==> config.mk <==
export PLATFORM = sky130hd
export DESIGN_NAME = addr_filter
export DESIGN_NICKNAME = d
export VERILOG_FILES = /design/src/include/addr_filter_pkg.sv /design/src/rtl/addr_filter.sv
export SDC_FILE = /design/constraint.sdc
export NUM_CORES = 1
export LEC_CHECK = 0
export BUFFER_PORTS_ARGS = -buffer_cell sky130_fd_sc_hd__buf_2
export CORE_MARGIN = 5
export CORE_UTILIZATION = 52
export CTS_CLUSTER_SIZE = 20
export DETAILED_ROUTE_END_ITERATION = 12
export PLACE_DENSITY = 0.81
export SLEW_MARGIN = 20
export SYNTH_ARGS = -nofsm -noshare
export SYNTH_HDL_FRONTEND = slang
export SYNTH_SLANG_ARGS = --single-unit
==> constraint.sdc <==
create_clock -name i_core_clk -period 2.8 [get_ports i_core_clk]
set_clock_uncertainty 0.2 [all_clocks]
set_input_delay 0.42 -clock i_core_clk [delete_from_list [all_inputs] [get_ports i_core_clk]]
set_output_delay 0.42 -clock i_core_clk [all_outputs]
set_load 0.005 [all_outputs]
==> src/include/addr_filter_pkg.sv <==
// package: address map, security attributes, interrupt numbering for the address filter
package addr_filter_pkg;
    // ****************************************
    // address map
    // ****************************************
    localparam int ADDR_W = 40;
    localparam logic [39:0] BOOT_ROM_BASE = 40'h00_0000_0000;
    localparam logic [39:0] BOOT_ROM_SIZE = 40'h00_0001_0000;
    localparam logic [39:0] BOOT_RAM_BASE = 40'h00_0400_0000;
    localparam logic [39:0] BOOT_RAM_SIZE = 40'h00_0004_0000;
    localparam logic [39:0] BOOT_REGION_SIZE = 40'h00_0800_0000;
    localparam logic [39:0] STATIC_MEM_BASE = 40'h00_0800_0000;
    localparam logic [39:0] STATIC_MEM_SIZE = 40'h00_1700_0000;
    localparam logic [39:0] PERIPH_BASE = 40'h00_1F00_0000;
    localparam logic [39:0] PERIPH_SIZE = 40'h00_1000_0000;
    localparam logic [39:0] NT_ROM_BASE = 40'h00_1F00_0000;
    localparam logic [39:0] NT_ROM_SIZE = 40'h00_0000_1000;
    localparam logic [39:0] SCRATCH_BASE = 40'h00_2E00_0000;
    localparam logic [39:0] SCRATCH_SIZE = 40'h00_0000_8000;
    localparam logic [39:0] PROG_SLOT_BASE = 40'h00_2000_0000;
    localparam logic [39:0] PROG_SLOT_SIZE = 40'h00_0001_0000;
    localparam logic [39:0] EXP_BASE = 40'h00_4000_0000;
    localparam logic [39:0] EXP_SIZE = 40'h00_4000_0000;
    localparam logic [39:0] DRAM_BASE = 40'h00_8000_0000;
    localparam logic [39:0] DRAM_SIZE = 40'h00_8000_0000;
    localparam logic [39:0] DRAM_HI_BASE = 40'h08_8000_0000;
    localparam logic [39:0] DRAM_HI_SIZE = 40'h07_8000_0000;
    // ****************************************
    // interrupts and responses
    // ****************************************
    localparam int BOARD_IRQ_N = 9;
    localparam logic [8:0] BOARD_IRQ_ID_BASE = 9'h0C0;
    localparam logic [8:0] PUSH_BUTTON_IRQ_ID = 9'h0C9;
    localparam logic [1:0] RESP_DECERR = 2'h3;
    localparam int SEC_CFG_W = 4;
    localparam logic [3:0] SEC_CFG_RESET = 4'h0;

    typedef enum logic [2:0] {
        TGT_ERR = 3'h0,
        TGT_BOOT = 3'h1,
        TGT_STATIC = 3'h2,
        TGT_PERIPH = 3'h3,
        TGT_EXP = 3'h4,
        TGT_DRAM = 3'h5
    } target_t;

    typedef struct packed {
        logic [39:0] addr;
        logic prot1;
        logic valid;
    } addr_req_t;

    typedef struct packed {
        target_t target;
        logic decerr;
    } route_t;
endpackage

==> src/rtl/addr_filter.sv <==
// address decoder and security filter for the application address space
//
// Summary of operation
// - board interrupts are taken as levels, no edge detection
// - board lines 3..11 become ids 192..200, push button 201
// - both cluster system error inputs are tied high
// - addresses are 40 bits wide, 1024GB space
// - reserved areas answer decode error, reach no target
// - secure-only regions reject non-secure with decode error
// - programmable regions switch secure/open, reset to secure-only
// - unused part of a peripheral slot answers decode error
// - occupied ranges are forwarded, target decides response
// - lowest 128MB boot region is secure-only
// - boot region holds 64KB trusted rom, 256KB trusted ram
// - 368MB static memory window from 0x0800_0000
// - 256MB peripheral window from 0x1F00_0000
// - peripheral area holds a 32KB open scratch sram
// - expansion areas route to the expansion interface
// - dram areas route to the dynamic memory controller
// - security configuration resets to zero
`timescale 1ns/1ps
`default_nettype none
module addr_filter
    import addr_filter_pkg::*;
#(
    parameter int PROG_SLOTS = SEC_CFG_W
) (
    // clock and reset
    input wire logic i_core_clk,
    input wire logic i_sys_rst,
    // trusted security configuration
    input wire logic [PROG_SLOTS-1:0] i_sec_open,
    input wire logic i_sec_cfg_we,
    // request
    input wire addr_req_t i_req,
    input wire logic i_wvalid,
    input wire logic i_wlast,
    input wire logic i_beat_done,
    // routing result
    output route_t o_route,
    output logic o_route_valid,
    output logic o_wvalid_fwd,
    output logic o_err_beat,
    // interrupts
    input wire logic [BOARD_IRQ_N-1:0] i_board_irq_line,
    input wire logic i_push_button_irq,
    output logic [8:0] o_irq_id,
    output logic o_irq_pending,
    output logic [1:0] o_system_error_in_n,
    output logic [1:0] o_ras_error_in_n
);
    // ****************************************
    // helpers
    // ****************************************
    function automatic logic in_win(input logic [39:0] a, input logic [39:0] b,
                                    input logic [39:0] s);
        in_win = (a >= b) && ((a - b) < s);
    endfunction

    logic [BOARD_IRQ_N-1:0] line_s0_reg, line_s1_reg;
    logic pb_s0_reg, pb_s1_reg;
    logic [PROG_SLOTS-1:0] sec_open_reg;
    route_t route_reg, route_next;
    logic route_valid_reg;
    logic [8:0] irq_id_reg, irq_id_next;
    logic irq_pending_reg;
    logic [1:0] prog_idx;

    // ****************************************
    // tie-offs
    // ****************************************
    // error inputs unused
    assign o_system_error_in_n = 2'b11;
    assign o_ras_error_in_n = 2'b11;

    // ****************************************
    // security configuration
    // ****************************************
    // reset secure-only
    always_ff @(posedge i_core_clk or posedge i_sys_rst) begin
        if (i_sys_rst) begin
            sec_open_reg <= PROG_SLOTS'(SEC_CFG_RESET);
        end else if (i_sec_cfg_we) begin
            sec_open_reg <= i_sec_open;
        end
    end

    // ****************************************
    // decode
    // ****************************************
    assign prog_idx = i_req.addr[17:16];
    always_comb begin
        route_next.target = TGT_ERR;
        route_next.decerr = 1'b1;
        if (in_win(i_req.addr, BOOT_ROM_BASE, BOOT_REGION_SIZE)) begin
            if (in_win(i_req.addr, BOOT_ROM_BASE, BOOT_ROM_SIZE) ||
                in_win(i_req.addr, BOOT_RAM_BASE, BOOT_RAM_SIZE)) begin
                if (!i_req.prot1) begin
                    route_next.target = TGT_BOOT;
                    route_next.decerr = 1'b0;
                end
            end
        end else if (in_win(i_req.addr, STATIC_MEM_BASE, STATIC_MEM_SIZE)) begin
            route_next.target = TGT_STATIC;
            route_next.decerr = 1'b0;
        end else if (in_win(i_req.addr, PERIPH_BASE, PERIPH_SIZE)) begin
            if (in_win(i_req.addr, NT_ROM_BASE, NT_ROM_SIZE) ||
                in_win(i_req.addr, SCRATCH_BASE, SCRATCH_SIZE)) begin
                route_next.target = TGT_PERIPH;
                route_next.decerr = 1'b0;
            end else if (in_win(i_req.addr, PROG_SLOT_BASE,
                                PROG_SLOT_SIZE * PROG_SLOTS)) begin
                if (!i_req.prot1 || sec_open_reg[prog_idx]) begin
                    route_next.target = TGT_PERIPH;
                    route_next.decerr = 1'b0;
                end
            end
        end else if (in_win(i_req.addr, EXP_BASE, EXP_SIZE)) begin
            route_next.target = TGT_EXP;
            route_next.decerr = 1'b0;
        end else if (in_win(i_req.addr, DRAM_BASE, DRAM_SIZE) ||
                     in_win(i_req.addr, DRAM_HI_BASE, DRAM_HI_SIZE)) begin
            route_next.target = TGT_DRAM;
            route_next.decerr = 1'b0;
        end
    end

    always_ff @(posedge i_core_clk or posedge i_sys_rst) begin
        if (i_sys_rst) begin
            route_reg <= '{target: TGT_ERR, decerr: 1'b0};
            route_valid_reg <= 1'b0;
        end else if (i_req.valid) begin
            route_reg <= route_next;
            route_valid_reg <= 1'b1;
        end else if (i_beat_done && i_wlast) begin
            route_valid_reg <= 1'b0;
        end
    end

    assign o_route = route_reg;
    assign o_route_valid = route_valid_reg;
    // block write data, error each beat with i_beat_done
    assign o_wvalid_fwd = i_wvalid && route_valid_reg && !route_reg.decerr;
    assign o_err_beat = route_valid_reg && route_reg.decerr && i_beat_done;

    // ****************************************
    // board interrupts
    // ****************************************
    always_ff @(posedge i_core_clk or posedge i_sys_rst) begin
        if (i_sys_rst) begin
            line_s0_reg <= '0;
            line_s1_reg <= '0;
            pb_s0_reg <= 1'b0;
            pb_s1_reg <= 1'b0;
        end else begin
            line_s0_reg <= i_board_irq_line;
            line_s1_reg <= line_s0_reg;
            pb_s0_reg <= i_push_button_irq;
            pb_s1_reg <= pb_s0_reg;
        end
    end

    always_comb begin
        irq_id_next = '0;
        if (pb_s1_reg) begin
            irq_id_next = PUSH_BUTTON_IRQ_ID;
        end
        for (int k = BOARD_IRQ_N - 1; k >= 0; k--) begin
            if (line_s1_reg[k]) begin
                irq_id_next = BOARD_IRQ_ID_BASE + 9'(k);
            end
        end
    end

    always_ff @(posedge i_core_clk or posedge i_sys_rst) begin
        if (i_sys_rst) begin
            irq_id_reg <= '0;
            irq_pending_reg <= 1'b0;
        end else begin
            irq_id_reg <= irq_id_next;
            irq_pending_reg <= (|line_s1_reg) || pb_s1_reg;
        end
    end
    assign o_irq_id = irq_id_reg;
    assign o_irq_pending = irq_pending_reg;

    // ****************************************
    // checks
    // ****************************************
    property p_boot_secure;
        @(posedge i_core_clk) disable iff (i_sys_rst)
        i_req.valid && i_req.prot1 && (i_req.addr < BOOT_REGION_SIZE)
        |=> route_reg.decerr;
    endproperty
    a_boot_secure: assert property (p_boot_secure) else $error("boot open");

    property p_static;
        @(posedge i_core_clk) disable iff (i_sys_rst)
        i_req.valid && in_win(i_req.addr, STATIC_MEM_BASE, STATIC_MEM_SIZE)
        |=> route_reg.target == TGT_STATIC && !route_reg.decerr;
    endproperty
    a_static: assert property (p_static) else $error("static miss");

    property p_dram;
        @(posedge i_core_clk) disable iff (i_sys_rst)
        i_req.valid && in_win(i_req.addr, DRAM_BASE, DRAM_SIZE)
        |=> route_reg.target == TGT_DRAM;
    endproperty
    a_dram: assert property (p_dram) else $error("dram miss");

    property p_exp;
        @(posedge i_core_clk) disable iff (i_sys_rst)
        i_req.valid && in_win(i_req.addr, EXP_BASE, EXP_SIZE)
        |=> route_reg.target == TGT_EXP;
    endproperty
    a_exp: assert property (p_exp) else $error("exp miss");

    property p_no_wdata;
        @(posedge i_core_clk) disable iff (i_sys_rst)
        i_req.valid && i_req.prot1 && (i_req.addr < BOOT_REGION_SIZE)
        ##1 !i_req.valid ##1 i_wvalid |-> !o_wvalid_fwd;
    endproperty
    a_no_wdata: assert property (p_no_wdata) else $error("wdata leak");

    property p_prog_reset;
        @(posedge i_core_clk) disable iff (i_sys_rst)
        $rose(route_valid_reg) && !$past(i_sec_cfg_we, 3) && $past(sec_open_reg) == '0
        && route_reg.target == TGT_PERIPH |-> !$past(i_req.prot1) || !$past(
        in_win(i_req.addr, PROG_SLOT_BASE, PROG_SLOT_SIZE));
    endproperty
    a_prog_reset: assert property (p_prog_reset) else $error("prog open");

    property p_tie;
        @(posedge i_core_clk) disable iff (i_sys_rst)
        o_system_error_in_n == 2'b11 && o_ras_error_in_n == 2'b11;
    endproperty
    a_tie: assert property (p_tie) else $error("tie lost");

    property p_irq_id;
        @(posedge i_core_clk) disable iff (i_sys_rst)
        i_board_irq_line[0] [*3] |=> o_irq_id == BOARD_IRQ_ID_BASE;
    endproperty
    a_irq_id: assert property (p_irq_id) else $error("irq id");

    property p_reserved;
        @(posedge i_core_clk) disable iff (i_sys_rst)
        i_req.valid && i_req.addr >= (DRAM_HI_BASE + DRAM_HI_SIZE) |=> route_reg.decerr;
    endproperty
    a_reserved: assert property (p_reserved) else $error("reserved hit");

    property p_scratch;
        @(posedge i_core_clk) disable iff (i_sys_rst)
        i_req.valid && in_win(i_req.addr, SCRATCH_BASE, SCRATCH_SIZE)
        |=> route_reg.target == TGT_PERIPH && !route_reg.decerr;
    endproperty
    a_scratch: assert property (p_scratch) else $error("scratch miss");

    property p_prog_open;
        @(posedge i_core_clk) disable iff (i_sys_rst)
        i_req.valid && !i_req.prot1 &&
        in_win(i_req.addr, PROG_SLOT_BASE, PROG_SLOT_SIZE * PROG_SLOTS)
        |=> route_reg.target == TGT_PERIPH && !route_reg.decerr;
    endproperty
    a_prog_open: assert property (p_prog_open) else $error("secure refused");

    property p_dram_hi;
        @(posedge i_core_clk) disable iff (i_sys_rst)
        i_req.valid && in_win(i_req.addr, DRAM_HI_BASE, DRAM_HI_SIZE)
        |=> route_reg.target == TGT_DRAM && !route_reg.decerr;
    endproperty
    a_dram_hi: assert property (p_dram_hi) else $error("dram high miss");

    property p_irq_pb;
        @(posedge i_core_clk) disable iff (i_sys_rst)
        (i_push_button_irq && i_board_irq_line == '0) [*3] |=> o_irq_id == PUSH_BUTTON_IRQ_ID;
    endproperty
    a_irq_pb: assert property (p_irq_pb) else $error("button id");

    property p_irq_idle;
        @(posedge i_core_clk) disable iff (i_sys_rst)
        (i_board_irq_line == '0 && !i_push_button_irq) [*3] |=> !o_irq_pending;
    endproperty
    a_irq_idle: assert property (p_irq_idle) else $error("irq stuck");

    c_err: cover property (@(posedge i_core_clk) o_err_beat);
    c_boot: cover property (@(posedge i_core_clk) route_reg.target == TGT_BOOT);
    c_prog_open: cover property (@(posedge i_core_clk) o_wvalid_fwd && sec_open_reg != '0);
    c_dram: cover property (@(posedge i_core_clk) route_reg.target == TGT_DRAM);
    c_pb: cover property (@(posedge i_core_clk) o_irq_id == PUSH_BUTTON_IRQ_ID);
endmodule
`default_nettype wire
==> results.md <==
| Result | Reported | Unit |
|---|---|---|
| Number of hold-repair buffers added at the cts stage | 0 | - |
| Drt wl/cell | 17.7 | um |
| Dominant cell type by area after synthesis | dfrtp_1 | - |
| Port buffer count | 63 | - |
| Status | complete, no violations | - |
| Delay of the slowest cell on the worst path | 0.50 | ns |
| Part of the Yosys area used for sequential elements | 33.6 | % |
| Net count, final | 486 | - |
| Number of vias after detailed routing | 2912 | - |
| Slew headroom | 54.3 | % |
| Dominant combinational cell family by area after synthesis | simple AND/OR/NAND/NOR gates | - |
| Number of standard-cell rows in the floorplan | 25 | - |
| Final-report setup violation count | 0 | - |
| Top-level port count | 83 | - |
| Dominant cells by area after synthesis | dfrtp_1, ha_1, nor2_1 | - |
| Data arrival time of the critical path | 2.75 | ns |
| Vert. Die Dim | 80.8 | um |
| Arithmetic-cell share of the synthesized area counting full adders, half adders and majority gates | 5.76 | % |
| Worst min-delay path class | input port to async pin | - |
| First-pass GRT wire length | 13.7 | mm |
| Clock sink total | 35 | - |
| Overall die area | 0.00653 | mm^2 |
| Worst path slowest cell | or4_4 | - |
| Initial Utilization | 54.5 | % |
| Share of post-route cells with drive strength above 1 | 34.4 | % |
| Post-detailed-placement half-perimeter wirelength | 6.79 | mm |
| Final WL | 8.50 | mm |
| Remaining global-route overflow | 0 | - |
| Maximum fanout along the worst path | 3 | - |
| Synthesized-area fraction occupied by ao, oa, aoi and oai cells | 21.5 | % |
| Share of async-settable or async-resettable flops after synthesis | 100 | % |
| Average cell area after synthesis | 8.44 | um^2 |
| Most common library cell in the layout ignoring fill and taps | buf_2 | - |
| Count of inserted antenna diode cells | 0 | - |
| Number of pins with negative max-slew slack in the final report | 0 | - |
| Worst Setup Path Type | input port to flip-flop | - |
| Yosys warning count | 0 | - |
| Clock-pin slew of the registers on the worst-case setup and hold paths | 0.07 | ns |
| H-tree levels | 2 | - |
| Count of different cell masters after synthesis | 57 | - |
| Layout overhead on the synthesized area | 30.4 | % |
| Main flop type after synthesis | dfrtp_1 | - |
| Ordered cell list for the critical path | buf_2 -> nor4_2 -> nand3b_1 -> or4_1 -> or4_4 -> o41a_1 -> and2_4 -> o32ai_2 | - |
| Largest net degree at the start of global routing | 36 | - |
| Residual DRC count | 0 | - |
| Gate count of the mapped netlist | 309 | - |
| Worst-Margin Slew | 0.680 | ns |
| Length of the first detailed-routing pass in iterations | 5 | - |
| R2R setup slack | 0.63 | ns |
| Clock tree from TritonCTS | done | - |
| Peak supply drop | 0.496 | mV |
| Number of enable-type register cells in the synthesized netlist | 0 | - |
| CORE AREA | 0.00479 | mm^2 |
| Clk root buf | clkbuf_8 | - |
| Post-DR vias/cell | 6.07 | - |
| Cell leakage power | 1.59 | nW |
| Worst flop-to-flop path startpoint | sec_open_reg[3]$_DFFE_PP0P_ | - |
| Number of global-route vias before repair | 2826 | - |
| Mux share of post-synthesis cell area | 3.36 | % |
| Power density over the cells | 367 | mW/mm^2 |
| Number of endpoints with negative hold slack in the final report | 0 | - |
| Most used cells in the layout excluding fill and tap cells | buf_2, buf_4, dfrtp_1 | - |
| XOR/XNOR share of the synthesized area | 4.03 | % |
| Die boundary width | 80.8 | um |
| Last weighted congestion value of the routability-driven placer | 1.00 | - |
| Final min period | 2.74 | ns |
| Antenna violations before repair | 0 | - |
| Critical Path Sink Type | flip-flop | - |
| Simple-Gate Fraction of Synth Area | 23.1 | % |
| Worst Reg-to-Reg Cells | 7 | - |
| Share of the synthesized area in the top cell type | 33.6 | % |
| Startpoint type of the worst setup path | input port | - |
| Violation count after the first detailed-routing iteration | 301 | - |
| Post-CTS repair timing setup buffer count | 0 | - |
| Post-synthesis instance area | 0.00261 | mm^2 |
| DRT antenna net count | 0 | - |
| Number of flip-flops and latches in the synthesized netlist | 35 | - |
| Period Utilization, post-route | 97.9 | % |
| Total chip power | 0.00125 | W |
| Achievable Freq | 0.365 | GHz |
| Worst reg2reg endpoint | o_route[1]$_DFFE_PP0P_ | - |
| Required arrival time at the worst endpoint | 2.81 | ns |
| Clk_lat worst skew | 0.30 | ns |
| Maximum root-to-sink buffer count | 2 | - |
| Aggregate global-route resource usage | 27.5 | % |
| Maximum Capacitance Violations | 0 | - |
| Total clock buffers created by CTS | 5 | - |
| Setup TNS | 0 | ns |
## critical path: cells and delay by family
family,cells,cell delay (ns)
buf+inv,1,0.10
simple gates,5,1.65
compound gates,2,0.57
## repair_timing
action                                  in CTS  in global routing
hold endpoints to repair                     0                  0
endpoints found under the setup margin       0                  3
resized for setup                            0                  2
## per-layer routing
| metal | part of all wire [%] | routed length (um) | GRT usage, % | up-vias |
|---|---|---|---|---|
| li1 | - | - | - | 1322 |
| met1 | 42 | 3530 | 36.3 | 1361 |
| met2 | 46 | 3880 | 44.3 | 196 |
| met3 | 10 | 851 | 6.87 | 33 |
| met4 | 2.8 | 235 | 8.78 | 0 |
| met5 | 0 | 0 | 0 | - |
## kinds of logic (layout without fill, tap and decap cells)
group / count (synthesis) / count (layout)
flip-flops: 35 / 35
adder cells (fa/ha/maj): 12 / 12
buffers and inverters: 45 / 144
AND/OR/NAND/NOR: 115 / 115
other: 2 / 7
multiplexers: 7 / 7
XOR/XNOR: 12 / 12
AO/OA/AOI/OAI: 81 / 81
## worst max-delay path by stage
stage / from / cells past startpoint / endpoint
2_1_floorplan: i_req[38] / 8 / o_route[1]$_DFFE_PP0P_
3_3_place_gp: i_req[22] / 8 / o_route[1]$_DFFE_PP0P_
3_5_place_dp: i_req[22] / 8 / o_route[1]$_DFFE_PP0P_
4_1_cts: i_req[22] / 8 / o_route[1]$_DFFE_PP0P_
5_1_grt: i_req[22] / 8 / o_route[2]$_DFFE_PP0P_
6_report: i_req[22] / 8 / o_route[1]$_DFFE_PP0P_
## cell usage after synthesis (6+ instances only)
| library cell | number |
|---|---|
| xnor2_1 | 9 |
| buf_4 | 9 |
| clkbuf_1 | 15 |
| nor3_1 | 15 |
| or3_1 | 6 |
| nor2_1 | 23 |
| inv_1 | 19 |
| ha_1 | 12 |
| nand3_1 | 11 |
| nand2_1 | 22 |
| nor4_1 | 9 |
| dfrtp_1 | 35 |
| o21ai_0 | 16 |
| a21oi_1 | 11 |
| a31oi_1 | 6 |
## where the power goes
| group | total [W] | switching [W] | leakage, nW | internal (W) |
|---|---|---|---|---|
| Clock | 0.000392 | 0.000192 | 0.0474 | 0.000201 |
| Combinational | 0.000312 | 0.000172 | 1.13 | 0.000140 |
| Sequential | 0.000545 | 0.0000137 | 0.412 | 0.000531 |
## layout make-up
class	instances	area [um^2]
clock inverters	2	16.3
well taps	67	83.8
repair buffers	117	721
clock buffers	6	82.6
multi-input cells	234	1550
flip-flops and latches	35	876
fillers	391	1390
inverters	19	71.3
## per-stage QoR
| step | worst slack (ns) | cell area, um^2 | utilization (%) | hold slack (ns) | std cells |
|---|---|---|---|---|---|
| after floorplan | 0.00486 | 2640 | - | 0.131 | 314 |
| after global routing | -0.0300 | 3400 | 71.1 | 0.0111 | 480 |
| after global placement | -0.186 | 3290 | 68.8 | 0.133 | 472 |
| final | 0.0583 | 3400 | 71.1 | 0.0168 | 480 |
| after CTS | 0.0110 | 3390 | 70.8 | 0.0174 | 480 |
| after detailed placement | -0.295 | 3290 | 68.8 | 0.136 | 472 |
Note: power is estimated with default switching activity, not from simulation.
